==> src/rtl/loop_mode_pkg.sv <==
// Shared constants and carrier types for the analog loop mode control block.
package loop_mode_pkg;
    localparam int CLK_MHZ          = 25;
    localparam int STAGE_NS         = 1000;
    localparam int STAGE_CYC        = (STAGE_NS * CLK_MHZ + 999) / 1000;
    localparam int CAL_TIMEOUT_US   = 1000;
    localparam int CAL_TIMEOUT_CYC  = CAL_TIMEOUT_US * CLK_MHZ;
    localparam int CNT_W            = 16;
    localparam int FB_INT_W         = 8;
    localparam int FB_FRAC_W        = 27;
    localparam int RATIO_W          = FB_INT_W + FB_FRAC_W;
    localparam int OFFSET_W         = 32;
    localparam int TRIM_W           = 16;
    localparam int OFFSET_LSB_EXP   = 40;
    localparam int CAP_W            = 6;
    localparam int LPF_W            = 4;
    localparam int LOCK_RANGE_W     = 2;
    localparam int STARTUP_W        = 2;
    localparam int DIV_W            = FB_INT_W + 1;
    localparam logic [FB_FRAC_W-1:0] FRAC_ZERO = 27'h0000000;

    typedef enum logic [2:0] {
        RS_HOLD = 3'b000,
        RS_BIAS = 3'b001,
        RS_CAL  = 3'b010,
        RS_APLL = 3'b011,
        RS_DPLL = 3'b100,
        RS_RUN  = 3'b101
    } rst_state_t;

    typedef struct packed {
        logic [CAP_W-1:0] cap_xin;
        logic [CAP_W-1:0] cap_xout;
    } xtal_cfg_t;

    typedef struct packed {
        logic cmos_sel;
        logic diff_ac_bias_on;
        logic selfbias_cmos_on;
        logic inbuff_en;
    } ref_cfg_t;

    typedef struct packed {
        logic [LPF_W-1:0] filter_r1_value;
        logic [LPF_W-1:0] filter_cp_value;
        logic [LPF_W-1:0] filter_r3_value;
        logic [LPF_W-1:0] filter_c3_value;
        logic             third_pole_bypass;
    } lpf_cfg_t;

    typedef struct packed {
        logic [FB_INT_W-1:0]  feedback_integer_part;
        logic [FB_FRAC_W-1:0] feedback_fraction_numerator;
    } fbdiv_cfg_t;

    typedef struct packed {
        logic [STARTUP_W-1:0] out_startup;
        logic                 lock_sel;
        logic                 dpll_en;
    } mode_cfg_t;
endpackage

==> src/rtl/noise_shaping_modulator.sv <==
// Second-order cascaded noise-shaping modulator steering the multi-ratio divider.
`timescale 1ns/1ps
module noise_shaping_modulator
    import loop_mode_pkg::*;
(
    input  wire logic                          clk,
    input  wire logic                          rst_n,
    input  wire logic                          fb_tick,
    input  wire loop_mode_pkg::fbdiv_cfg_t     ratio,
    output logic [loop_mode_pkg::DIV_W-1:0]    div_ratio
);
    logic [FB_FRAC_W-1:0] acc1_ff, acc2_ff, nxt_acc1, nxt_acc2;
    logic                 c2_ff, nxt_c2;
    logic [DIV_W-1:0]     div_ff, nxt_div;
    logic [FB_FRAC_W:0]   sum1, sum2;
    logic signed [DIV_W+1:0] pick;

    // Integer ratio moves between int-1 and int+2; int must stay above one.
    always_comb
    begin
        sum1     = {1'b0, acc1_ff} + {1'b0, ratio.feedback_fraction_numerator};
        sum2     = {1'b0, acc2_ff} + sum1;
        nxt_acc1 = acc1_ff;
        nxt_acc2 = acc2_ff;
        nxt_c2   = c2_ff;
        nxt_div  = div_ff;
        pick     = $signed({3'b000, ratio.feedback_integer_part}) + $signed({10'h000, sum1[FB_FRAC_W]})
                   + $signed({10'h000, sum2[FB_FRAC_W]}) - $signed({10'h000, c2_ff});
        if (fb_tick)
        begin
            nxt_acc1 = sum1[FB_FRAC_W-1:0];
            nxt_acc2 = sum2[FB_FRAC_W-1:0];
            nxt_c2   = sum2[FB_FRAC_W];
            nxt_div  = pick[DIV_W-1:0];
        end
    end

    always_ff @(posedge clk)
    begin
        if (!rst_n)
        begin
            acc1_ff <= FRAC_ZERO;
            acc2_ff <= FRAC_ZERO;
            c2_ff   <= 1'b0;
            div_ff  <= 9'h000;
        end
        else
        begin
            acc1_ff <= nxt_acc1;
            acc2_ff <= nxt_acc2;
            c2_ff   <= nxt_c2;
            div_ff  <= nxt_div;
        end
    end

    assign div_ratio = div_ff;
endmodule // noise_shaping_modulator

==> src/rtl/analog_loop_mode_control.sv <==
// Mode, power-up reset sequencing, configuration and lock status of the analog loop.
`timescale 1ns/1ps
// Overview of operation
// - In oscillator mode the offset word is scaled by the divide ratio and applied.
// - One offset LSB equals a fractional frequency step of two to the minus forty.
// - Synthesizer modes ignore reference inputs and bypass the digital loop; it may power down.
// - Jitter-attenuator mode steers the loop from the digital loop; offset word unused.
// - Reset selects synthesizer mode; host sets dpll_en and inbuff_en to enter jitter-attenuator mode.
// - Logic held in reset until regulators settle, then released block by block.
// - Bias calibration sets done, or fail and continues; both bits readable.
// - Crystal input and output pins get separate tuning capacitance fields.
// - Select bit picks differential or single-ended input; AC bias bits follow host.
// - Reference pad off out of reset; host enables it for jitter attenuation.
// - Doubler enable and doubler source select between crystal and reference input.
// - Four loop filter fields; third-pole bypass only while the ratio is integer.
// - Modulator switches the multi-ratio divider among integer ratios for a fraction.
// - Fraction is a 27-bit numerator over two to the twenty-seventh.
// - Current lock status is readable and optionally routed to a general output.
// - Falling lock status sets a sticky lock-loss bit held until host clears.
// - In oscillator mode the host crystal trim offset is applied to correct the crystal's initial error.
module analog_loop_mode_control
    import loop_mode_pkg::*;
#(
    parameter int CAL_TIMEOUT = loop_mode_pkg::CAL_TIMEOUT_CYC
)
(
    input  wire logic                                   clk,
    input  wire logic                                   rst_n,
    input  wire logic                                   regulators_ok,
    input  wire logic                                   bias_cal_finished,
    input  wire logic                                   bias_cal_error,
    input  wire loop_mode_pkg::mode_cfg_t               mode_cfg,
    input  wire loop_mode_pkg::xtal_cfg_t               xtal_cfg,
    input  wire loop_mode_pkg::ref_cfg_t                ref_cfg,
    input  wire loop_mode_pkg::lpf_cfg_t                lpf_cfg,
    input  wire loop_mode_pkg::fbdiv_cfg_t              fbdiv_cfg,
    input  wire logic                                   doubler_en,
    input  wire logic                                   doubler_src_ref,
    input  wire logic [loop_mode_pkg::LOCK_RANGE_W-1:0] lock_range,
    input  wire logic signed [loop_mode_pkg::OFFSET_W-1:0] osc_offset_word,
    input  wire logic signed [loop_mode_pkg::TRIM_W-1:0]   xtal_trim_word,
    input  wire logic signed [loop_mode_pkg::OFFSET_W-1:0] dpll_steer_word,
    input  wire logic                                   apll_lock_raw,
    input  wire logic                                   lock_loss_clear,
    input  wire logic                                   gpio_lock_sel,
    input  wire logic                                   fb_tick,
    output logic                                        bias_rst_n,
    output logic                                        bias_cal_start,
    output logic                                        apll_rst_n,
    output logic                                        dpll_rst_n,
    output logic                                        out_rst_n,
    output logic                                        bias_cal_done,
    output logic                                        bias_cal_fail,
    output logic                                        ja_mode,
    output logic                                        dpll_power_on,
    output loop_mode_pkg::xtal_cfg_t                    xtal_out,
    output loop_mode_pkg::ref_cfg_t                     ref_out,
    output loop_mode_pkg::lpf_cfg_t                     lpf_out,
    output logic                                        doubler_en_out,
    output logic                                        doubler_src_out,
    output logic [loop_mode_pkg::LOCK_RANGE_W-1:0]      lock_range_out,
    output loop_mode_pkg::fbdiv_cfg_t                   fb_ratio_out,
    output logic [loop_mode_pkg::DIV_W-1:0]             div_ratio,
    output logic                                        apll_lock_sts,
    output logic                                        lock_loss,
    output logic                                        gpio_lock
);
    // Power-up sequencer.
    rst_state_t       state_ff, nxt_state;
    logic [CNT_W-1:0] cnt_ff, nxt_cnt;
    logic             done_ff, nxt_done, fail_ff, nxt_fail;
    logic [3:0]       rel_ff, nxt_rel;
    logic             cal_start_ff, nxt_cal_start;

    always_comb
    begin
        nxt_state     = state_ff;
        nxt_cnt       = cnt_ff;
        nxt_done      = done_ff;
        nxt_fail      = fail_ff;
        nxt_rel       = rel_ff;
        nxt_cal_start = 1'b0;
        unique case (state_ff)
            RS_HOLD:
            begin
                nxt_rel = 4'h0;
                if (regulators_ok)
                begin
                    nxt_cnt   = 16'h0000;
                    nxt_state = RS_BIAS;
                end
            end
            RS_BIAS:
            begin
                nxt_rel[0] = 1'b1;
                nxt_cnt    = cnt_ff + 16'h0001;
                if (cnt_ff == CNT_W'(STAGE_CYC - 1))
                begin
                    nxt_cnt       = 16'h0000;
                    nxt_cal_start = 1'b1;
                    nxt_state     = RS_CAL;
                end
            end
            RS_CAL:
            begin
                nxt_cnt = cnt_ff + 16'h0001;
                // A stuck calibration still lets startup go on, reported as a failure.
                if (bias_cal_error || cnt_ff == CNT_W'(CAL_TIMEOUT - 1))
                begin
                    nxt_fail  = 1'b1;
                    nxt_cnt   = 16'h0000;
                    nxt_state = RS_APLL;
                end
                else if (bias_cal_finished)
                begin
                    nxt_done  = 1'b1;
                    nxt_cnt   = 16'h0000;
                    nxt_state = RS_APLL;
                end
            end
            RS_APLL:
            begin
                nxt_rel[1] = 1'b1;
                nxt_cnt    = cnt_ff + 16'h0001;
                if (cnt_ff == CNT_W'(STAGE_CYC - 1))
                begin
                    nxt_cnt   = 16'h0000;
                    nxt_state = RS_DPLL;
                end
            end
            RS_DPLL:
            begin
                nxt_rel[2] = 1'b1;
                nxt_cnt    = cnt_ff + 16'h0001;
                if (cnt_ff == CNT_W'(STAGE_CYC - 1))
                begin
                    nxt_state = RS_RUN;
                end
            end
            RS_RUN:
            begin
                nxt_rel[3] = 1'b1;
            end
            default:
            begin
                nxt_state = RS_HOLD;
            end
        endcase
        if (!regulators_ok)
        begin
            nxt_state = RS_HOLD;
            nxt_rel   = 4'h0;
        end
    end

    always_ff @(posedge clk)
    begin
        if (!rst_n)
        begin
            state_ff     <= RS_HOLD;
            cnt_ff       <= 16'h0000;
            done_ff      <= 1'b0;
            fail_ff      <= 1'b0;
            rel_ff       <= 4'h0;
            cal_start_ff <= 1'b0;
        end
        else
        begin
            state_ff     <= nxt_state;
            cnt_ff       <= nxt_cnt;
            done_ff      <= nxt_done;
            fail_ff      <= nxt_fail;
            rel_ff       <= nxt_rel;
            cal_start_ff <= nxt_cal_start;
        end
    end

    // Mode decode and configuration, all registered so outputs never glitch.
    logic       ja_ff, nxt_ja, dpwr_ff, nxt_dpwr, dbl_ff, nxt_dbl, src_ff, nxt_src;
    xtal_cfg_t  xtal_ff, nxt_xtal;
    ref_cfg_t   ref_ff, nxt_ref;
    lpf_cfg_t   lpf_ff, nxt_lpf;
    logic [LOCK_RANGE_W-1:0] range_ff, nxt_range;

    always_comb
    begin
        nxt_ja    = mode_cfg.dpll_en & ref_cfg.inbuff_en;
        nxt_dpwr  = mode_cfg.dpll_en & rel_ff[2];
        nxt_xtal  = xtal_cfg;
        nxt_ref   = ref_cfg;
        // The pad only powers up when the digital loop can use it.
        nxt_ref.inbuff_en = ref_cfg.inbuff_en & mode_cfg.dpll_en;
        nxt_dbl   = doubler_en;
        nxt_src   = doubler_src_ref;
        nxt_lpf   = lpf_cfg;
        // Bypassing the third pole with a live fraction would pass modulator noise to the oscillator.
        nxt_lpf.third_pole_bypass = lpf_cfg.third_pole_bypass &
                                    (fbdiv_cfg.feedback_fraction_numerator == FRAC_ZERO);
        nxt_range = lock_range;
    end

    always_ff @(posedge clk)
    begin
        if (!rst_n)
        begin
            ja_ff    <= 1'b0;
            dpwr_ff  <= 1'b0;
            xtal_ff  <= '0;
            ref_ff   <= '0;
            dbl_ff   <= 1'b0;
            src_ff   <= 1'b0;
            lpf_ff   <= '0;
            range_ff <= 2'h0;
        end
        else
        begin
            ja_ff    <= nxt_ja;
            dpwr_ff  <= nxt_dpwr;
            xtal_ff  <= nxt_xtal;
            ref_ff   <= nxt_ref;
            dbl_ff   <= nxt_dbl;
            src_ff   <= nxt_src;
            lpf_ff   <= nxt_lpf;
            range_ff <= nxt_range;
        end
    end

    // Feedback ratio with frequency offset, scaled by the nominal ratio.
    logic signed [OFFSET_W:0]           off_sum;
    logic signed [RATIO_W+OFFSET_W+1:0] prod;
    logic signed [RATIO_W+1:0]          eff;
    fbdiv_cfg_t                         ratio_ff, nxt_ratio;

    always_comb
    begin
        if (ja_ff)
        begin
            off_sum = {dpll_steer_word[OFFSET_W-1], dpll_steer_word};
        end
        else
        begin
            off_sum = (OFFSET_W+1)'(osc_offset_word) + (OFFSET_W+1)'(xtal_trim_word);
        end
        prod      = $signed({1'b0, fbdiv_cfg}) * off_sum;
        eff       = $signed({2'b00, fbdiv_cfg}) + (RATIO_W+2)'(prod >>> OFFSET_LSB_EXP);
        nxt_ratio = eff[RATIO_W-1:0];
    end

    always_ff @(posedge clk)
    begin
        if (!rst_n)
        begin
            ratio_ff <= '0;
        end
        else
        begin
            ratio_ff <= nxt_ratio;
        end
    end

    noise_shaping_modulator u_mod
    (
        .clk       (clk),
        .rst_n     (rst_n & rel_ff[1]),
        .fb_tick   (fb_tick),
        .ratio     (ratio_ff),
        .div_ratio (div_ratio)
    );

    // Lock status and sticky loss event.
    logic lock_ff, nxt_lock, lol_ff, nxt_lol, gpio_ff, nxt_gpio;

    always_comb
    begin
        nxt_lock = apll_lock_raw & rel_ff[1];
        nxt_gpio = gpio_lock_sel & nxt_lock;
        nxt_lol  = lol_ff;
        if (lock_loss_clear)
        begin
            nxt_lol = 1'b0;
        end
        if (lock_ff && !nxt_lock)
        begin
            nxt_lol = 1'b1;
        end
    end

    always_ff @(posedge clk)
    begin
        if (!rst_n)
        begin
            lock_ff <= 1'b0;
            lol_ff  <= 1'b0;
            gpio_ff <= 1'b0;
        end
        else
        begin
            lock_ff <= nxt_lock;
            lol_ff  <= nxt_lol;
            gpio_ff <= nxt_gpio;
        end
    end

    assign bias_rst_n      = rel_ff[0];
    assign bias_cal_start  = cal_start_ff;
    assign apll_rst_n      = rel_ff[1];
    assign dpll_rst_n      = rel_ff[2];
    assign out_rst_n       = rel_ff[3];
    assign bias_cal_done   = done_ff;
    assign bias_cal_fail   = fail_ff;
    assign ja_mode         = ja_ff;
    assign dpll_power_on   = dpwr_ff;
    assign xtal_out        = xtal_ff;
    assign ref_out         = ref_ff;
    assign lpf_out         = lpf_ff;
    assign doubler_en_out  = dbl_ff;
    assign doubler_src_out = src_ff;
    assign lock_range_out  = range_ff;
    assign fb_ratio_out    = ratio_ff;
    assign apll_lock_sts   = lock_ff;
    assign lock_loss       = lol_ff;
    assign gpio_lock       = gpio_ff;
endmodule // analog_loop_mode_control

==> config.mk <==
export PLATFORM = sky130hd
export DESIGN_NAME = analog_loop_mode_control
export DESIGN_NICKNAME = d
export VERILOG_FILES = /design/src/rtl/loop_mode_pkg.sv /design/src/rtl/noise_shaping_modulator.sv /design/src/rtl/analog_loop_mode_control.sv
export SDC_FILE = /design/constraint.sdc
export NUM_CORES = 2
export LEC_CHECK = 0
export BUFFER_PORTS_ARGS = -buffer_cell sky130_fd_sc_hd__buf_2
export CORE_ASPECT_RATIO = 2
export CORE_MARGIN = 8
export CORE_UTILIZATION = 60
export CTS_CLUSTER_DIAMETER = 60
export CTS_CLUSTER_SIZE = 25
export DETAILED_ROUTE_END_ITERATION = 8
export PLACE_DENSITY = 0.85
export SLEW_MARGIN = 25
export SYNTH_ARGS = -nofsm -noshare
export SYNTH_HDL_FRONTEND = slang
export SYNTH_SLANG_ARGS = --single-unit
==> constraint.sdc <==
create_clock -name clk -period 35.9 [get_ports clk]
set_clock_uncertainty 0.2 [all_clocks]
set_input_delay 3.59 -clock clk [delete_from_list [all_inputs] [get_ports clk]]
set_output_delay 3.59 -clock clk [all_outputs]
set_load 0.03 [all_outputs]
==> results.py <==
metrics = {
    "cells_and_area": {
        "final_common_cell": "sky130_fd_sc_hd__inv_1",
        "post_route_cells_drive_above_1_share_pct": 7.25,
        "seqCellArea_um2": 3330,
        "multi_input_logic_area_um2": 39200,
        "finalNetCount": 7087,
        "layout_overhead_on_the_synthesized_area_pct": 5.93,
        "final_cell_mix": "1096 x sky130_fd_sc_hd__inv_1, 1026 x sky130_fd_sc_hd__fa_1, 909 x sky130_fd_sc_hd__nand2_1, 435 x sky130_fd_sc_hd__ha_1, 356 x sky130_fd_sc_hd__and2_1",
        "num-fill-cells": 6132,
    },
    "yosys": {
        "register_area_share_after_synthesis_pct": 7.01,
        "number_of_enable_flip_flop_cells_after_synthesis": 0,
        "yosysWarningCount": 0,
        "async_flop_share_pct": 0,
        "synth.ff_latch_count": 166,
        "synth-simple-area-share_pct": 16.4,
        "dominant_combinational_cell_family_by_area_after_synthesis": "adder cells",
        "share_of_synthesized_cell_area_in_full_adder_half_adder_and_majority_cells_pct": 54.8,
        "postSynthCellCount": 5381,
        "post_synthesis_mux_area_share_pct": 1.28,
        "complex_gate_fraction_of_the_synthesized_area_pct": 7.08,
        "dominantRegCellSynth": "sky130_fd_sc_hd__dfxtp_1",
        "netlist-cell-type-count": 81,
        "syn_avg_cell_area_um2": 8.81,
        "synthXorXnorAreaFrac_pct": 2.75,
        "synthesis.area_um2": 47400,
        "postSynthNetCount": 7007,
    },
    "worst_setup_path": {
        "setup.worst_path.end_class": "flip-flop",
        "start_to_end_type_of_the_worst_setup_path": "input port to flip-flop",
        "crit_path_max_fanout": 23,
        "critPathMaxStageDelay_ps": 820,
        "cpMaxStageDelayCell": "sky130_fd_sc_hd__o21ai_2",
        "required_ps": 36020,
        "worst_path_most_repeated_cell": "sky130_fd_sc_hd__fa_1",
        "worst_ep_arrival_time_ps": 17740,
        "rr_worst_depth": 38,
        "worst_setup_path_start_kind": "input port",
    },
    "clocking": {
        "number_of_gates_resized_after_cts": 0,
        "numClockSinks": 166,
        "cts_hold_buffers": 0,
        "clockBufferDepth": 2,
        "clkLatencyLatePin_ps": 450,
        "tritoncts": "built",
        "tritoncts_buffers": 17,
        "clkSlewWorstSetupHoldPaths_ps": 70,
        "cts.htree.levels": 4,
        "clk_root_buffer_cell": "sky130_fd_sc_hd__clkbuf_16",
        "post_cts_buffers": 0,
    },
    "sta": {
        "setup-violations-final": 0,
        "setup_repair_after_global_routing_missed_its_margin": "no",
        "timing.final.crit_period_ps": 17630,
        "fin_setup_tns_ps": 0,
        "final_max_slew_viol_count": 0,
        "relSlewSlack_pct": 23.2,
        "clock.fmax_mhz": 56.7,
        "timing.final.hold_violations": 0,
        "layout_worst_path_cycle_share_pct": 49.1,
        "timing_worst_slew_pin_value_ps": 1150,
    },
    "drt": {
        "drc_errors": 0,
        "detail_route.first_pass.iterations": 6,
        "wl_met3_um": 14400,
        "route.met2.wl_um": 63000,
        "avgViaCountPerCell": 5.90,
        "wl_per_cell_um": 20.1,
        "top_layer": "met5",
        "postRouteWirelength_um": 131000,
        "detailroute.via_count": 38400,
        "ant_nets": 0,
        "wl_met1_um": 44900,
        "initialDrtViolationCount": 3068,
    },
    "placed_design": {
        "hpwl_um": 97800,
        "io_buffer_count": 254,
        "gp_congestion": 0.943,
    },
    "flow_run": {
        "maxCapViolations": 0,
    },
    "global_route": {
        "vias_in_the_first_global_route": 43200,
        "globalRouteTotalUtil_pct": 30.0,
        "grt_first_pass_wirelength_um": 216000,
        "grt_antenna_before_repair": 6,
        "grt_start_max_net_pins": 76,
        "overflow": 0,
    },
    "floorplanning": {
        "top_level_ports": 258,
        "fp.dieW_um": 215,
        "die_h_um": 414,
        "initial_core_util_pct": 60.2,
        "fp-row-count": 146,
        "core_area_um2": 78700,
        "die-area_um2": 88800,
    },
    "status": {
        "outcome": "completed",
    },
    "worst_hold_path": {
        "min_path_cells": 2,
        "min_path_type": "flip-flop to flip-flop",
    },
}
Yosys cell counts, drive strengths merged, types with 25 or more instances:
master	number	area share, %
ha	435	11
nor2b	25	0.33
and2	357	4.7
o21ai	95	1.0
nand4	25	0.33
a21oi	149	1.6
dfxtp	166	7.0
clkbuf	216	1.7
nor2	206	1.6
nand2	911	7.2
nor3	35	0.37
mux2i	57	1.2
inv	1098	8.7
nand2b	40	0.53
fa	1026	43
xor2	57	1.1
a21o	110	1.7
xnor2	92	1.7
nand3	45	0.47
buf	29	0.31
area by class of cell:
type / count / area share, %
Antenna cell: 3 / 0.0149
Clock buffer: 17 / 0.847
Clock inverter: 15 / 0.421
Inverter: 1098 / 8.20
Multi-Input combinational cell: 3872 / 78.0
Sequential cell: 166 / 6.62
Tap cell: 1036 / 2.58
Timing Repair Buffer: 306 / 3.36
stage by stage:
step	cell area (µm²)	instances	hold WS, ps	worst slack, ps	utilization [%]
final	50200	6513	281	18270	63.8
after global routing	50200	6513	292	17520	63.8
after CTS	50200	6509	279	18490	63.8
after detailed placement	49600	6477	264	18070	63.0
after global placement	49600	6477	251	18220	63.0
after floorplan	47400	5381	251	20420	-
state kept, by name (all words and copies together) (netlist names), 2 cells and up:
signal           count
lpf_out             17
xtal_out            12
state_ff             3
fb_ratio_out        35
rel_ff               4
u_mod.div_ratio      9
u_mod.acc1_ff       27
ref_out              4
lock_range_out       2
cnt_ff              16
u_mod.acc2_ff       27
cells by family (layout without fill, tap and decap cells):
group / after synthesis / count (layout)
muxes: 59 / 59
xor gates and xnor gates: 149 / 149
DFF: 166 / 166
other: 0 / 3
and+or+nand+nor: 1701 / 1701
buffers and inverters: 1343 / 1436
AOI/OAI and AO/OA: 502 / 502
adders and majority gates: 1461 / 1461
critical path, delay by kind of cell:
family,cells,cell delay (ps)
compound gates,20,6070
fa+ha+maj,12,5340
simple gates,7,1020
buf+inv,6,800
mux,2,470
xor+xnor,2,390
final timing paths:
path | startpoint | endpoint | slack (ps)
min reg2reg | u_mod.acc2_ff[20] | u_mod.acc2_ff[20] | 280
min | u_mod.acc2_ff[20] | u_mod.acc2_ff[20] | 280
max | osc_offset_word[0] | fb_ratio_out[34] | 18270
max reg2reg | ref_out[0] | fb_ratio_out[34] | 22910
per-layer routing:
layer | vias up | track usage, %
met3 | 740 | 7.56
met2 | 2419 | 51.1
li1 | 16400 | -
met4 | 2 | 16.5
met1 | 18800 | 34.4
met5 | - | 0
Power is left out: the tool's default activity adds up to more than one toggle a clock period on the data nets, which glitch-free logic cannot reach.
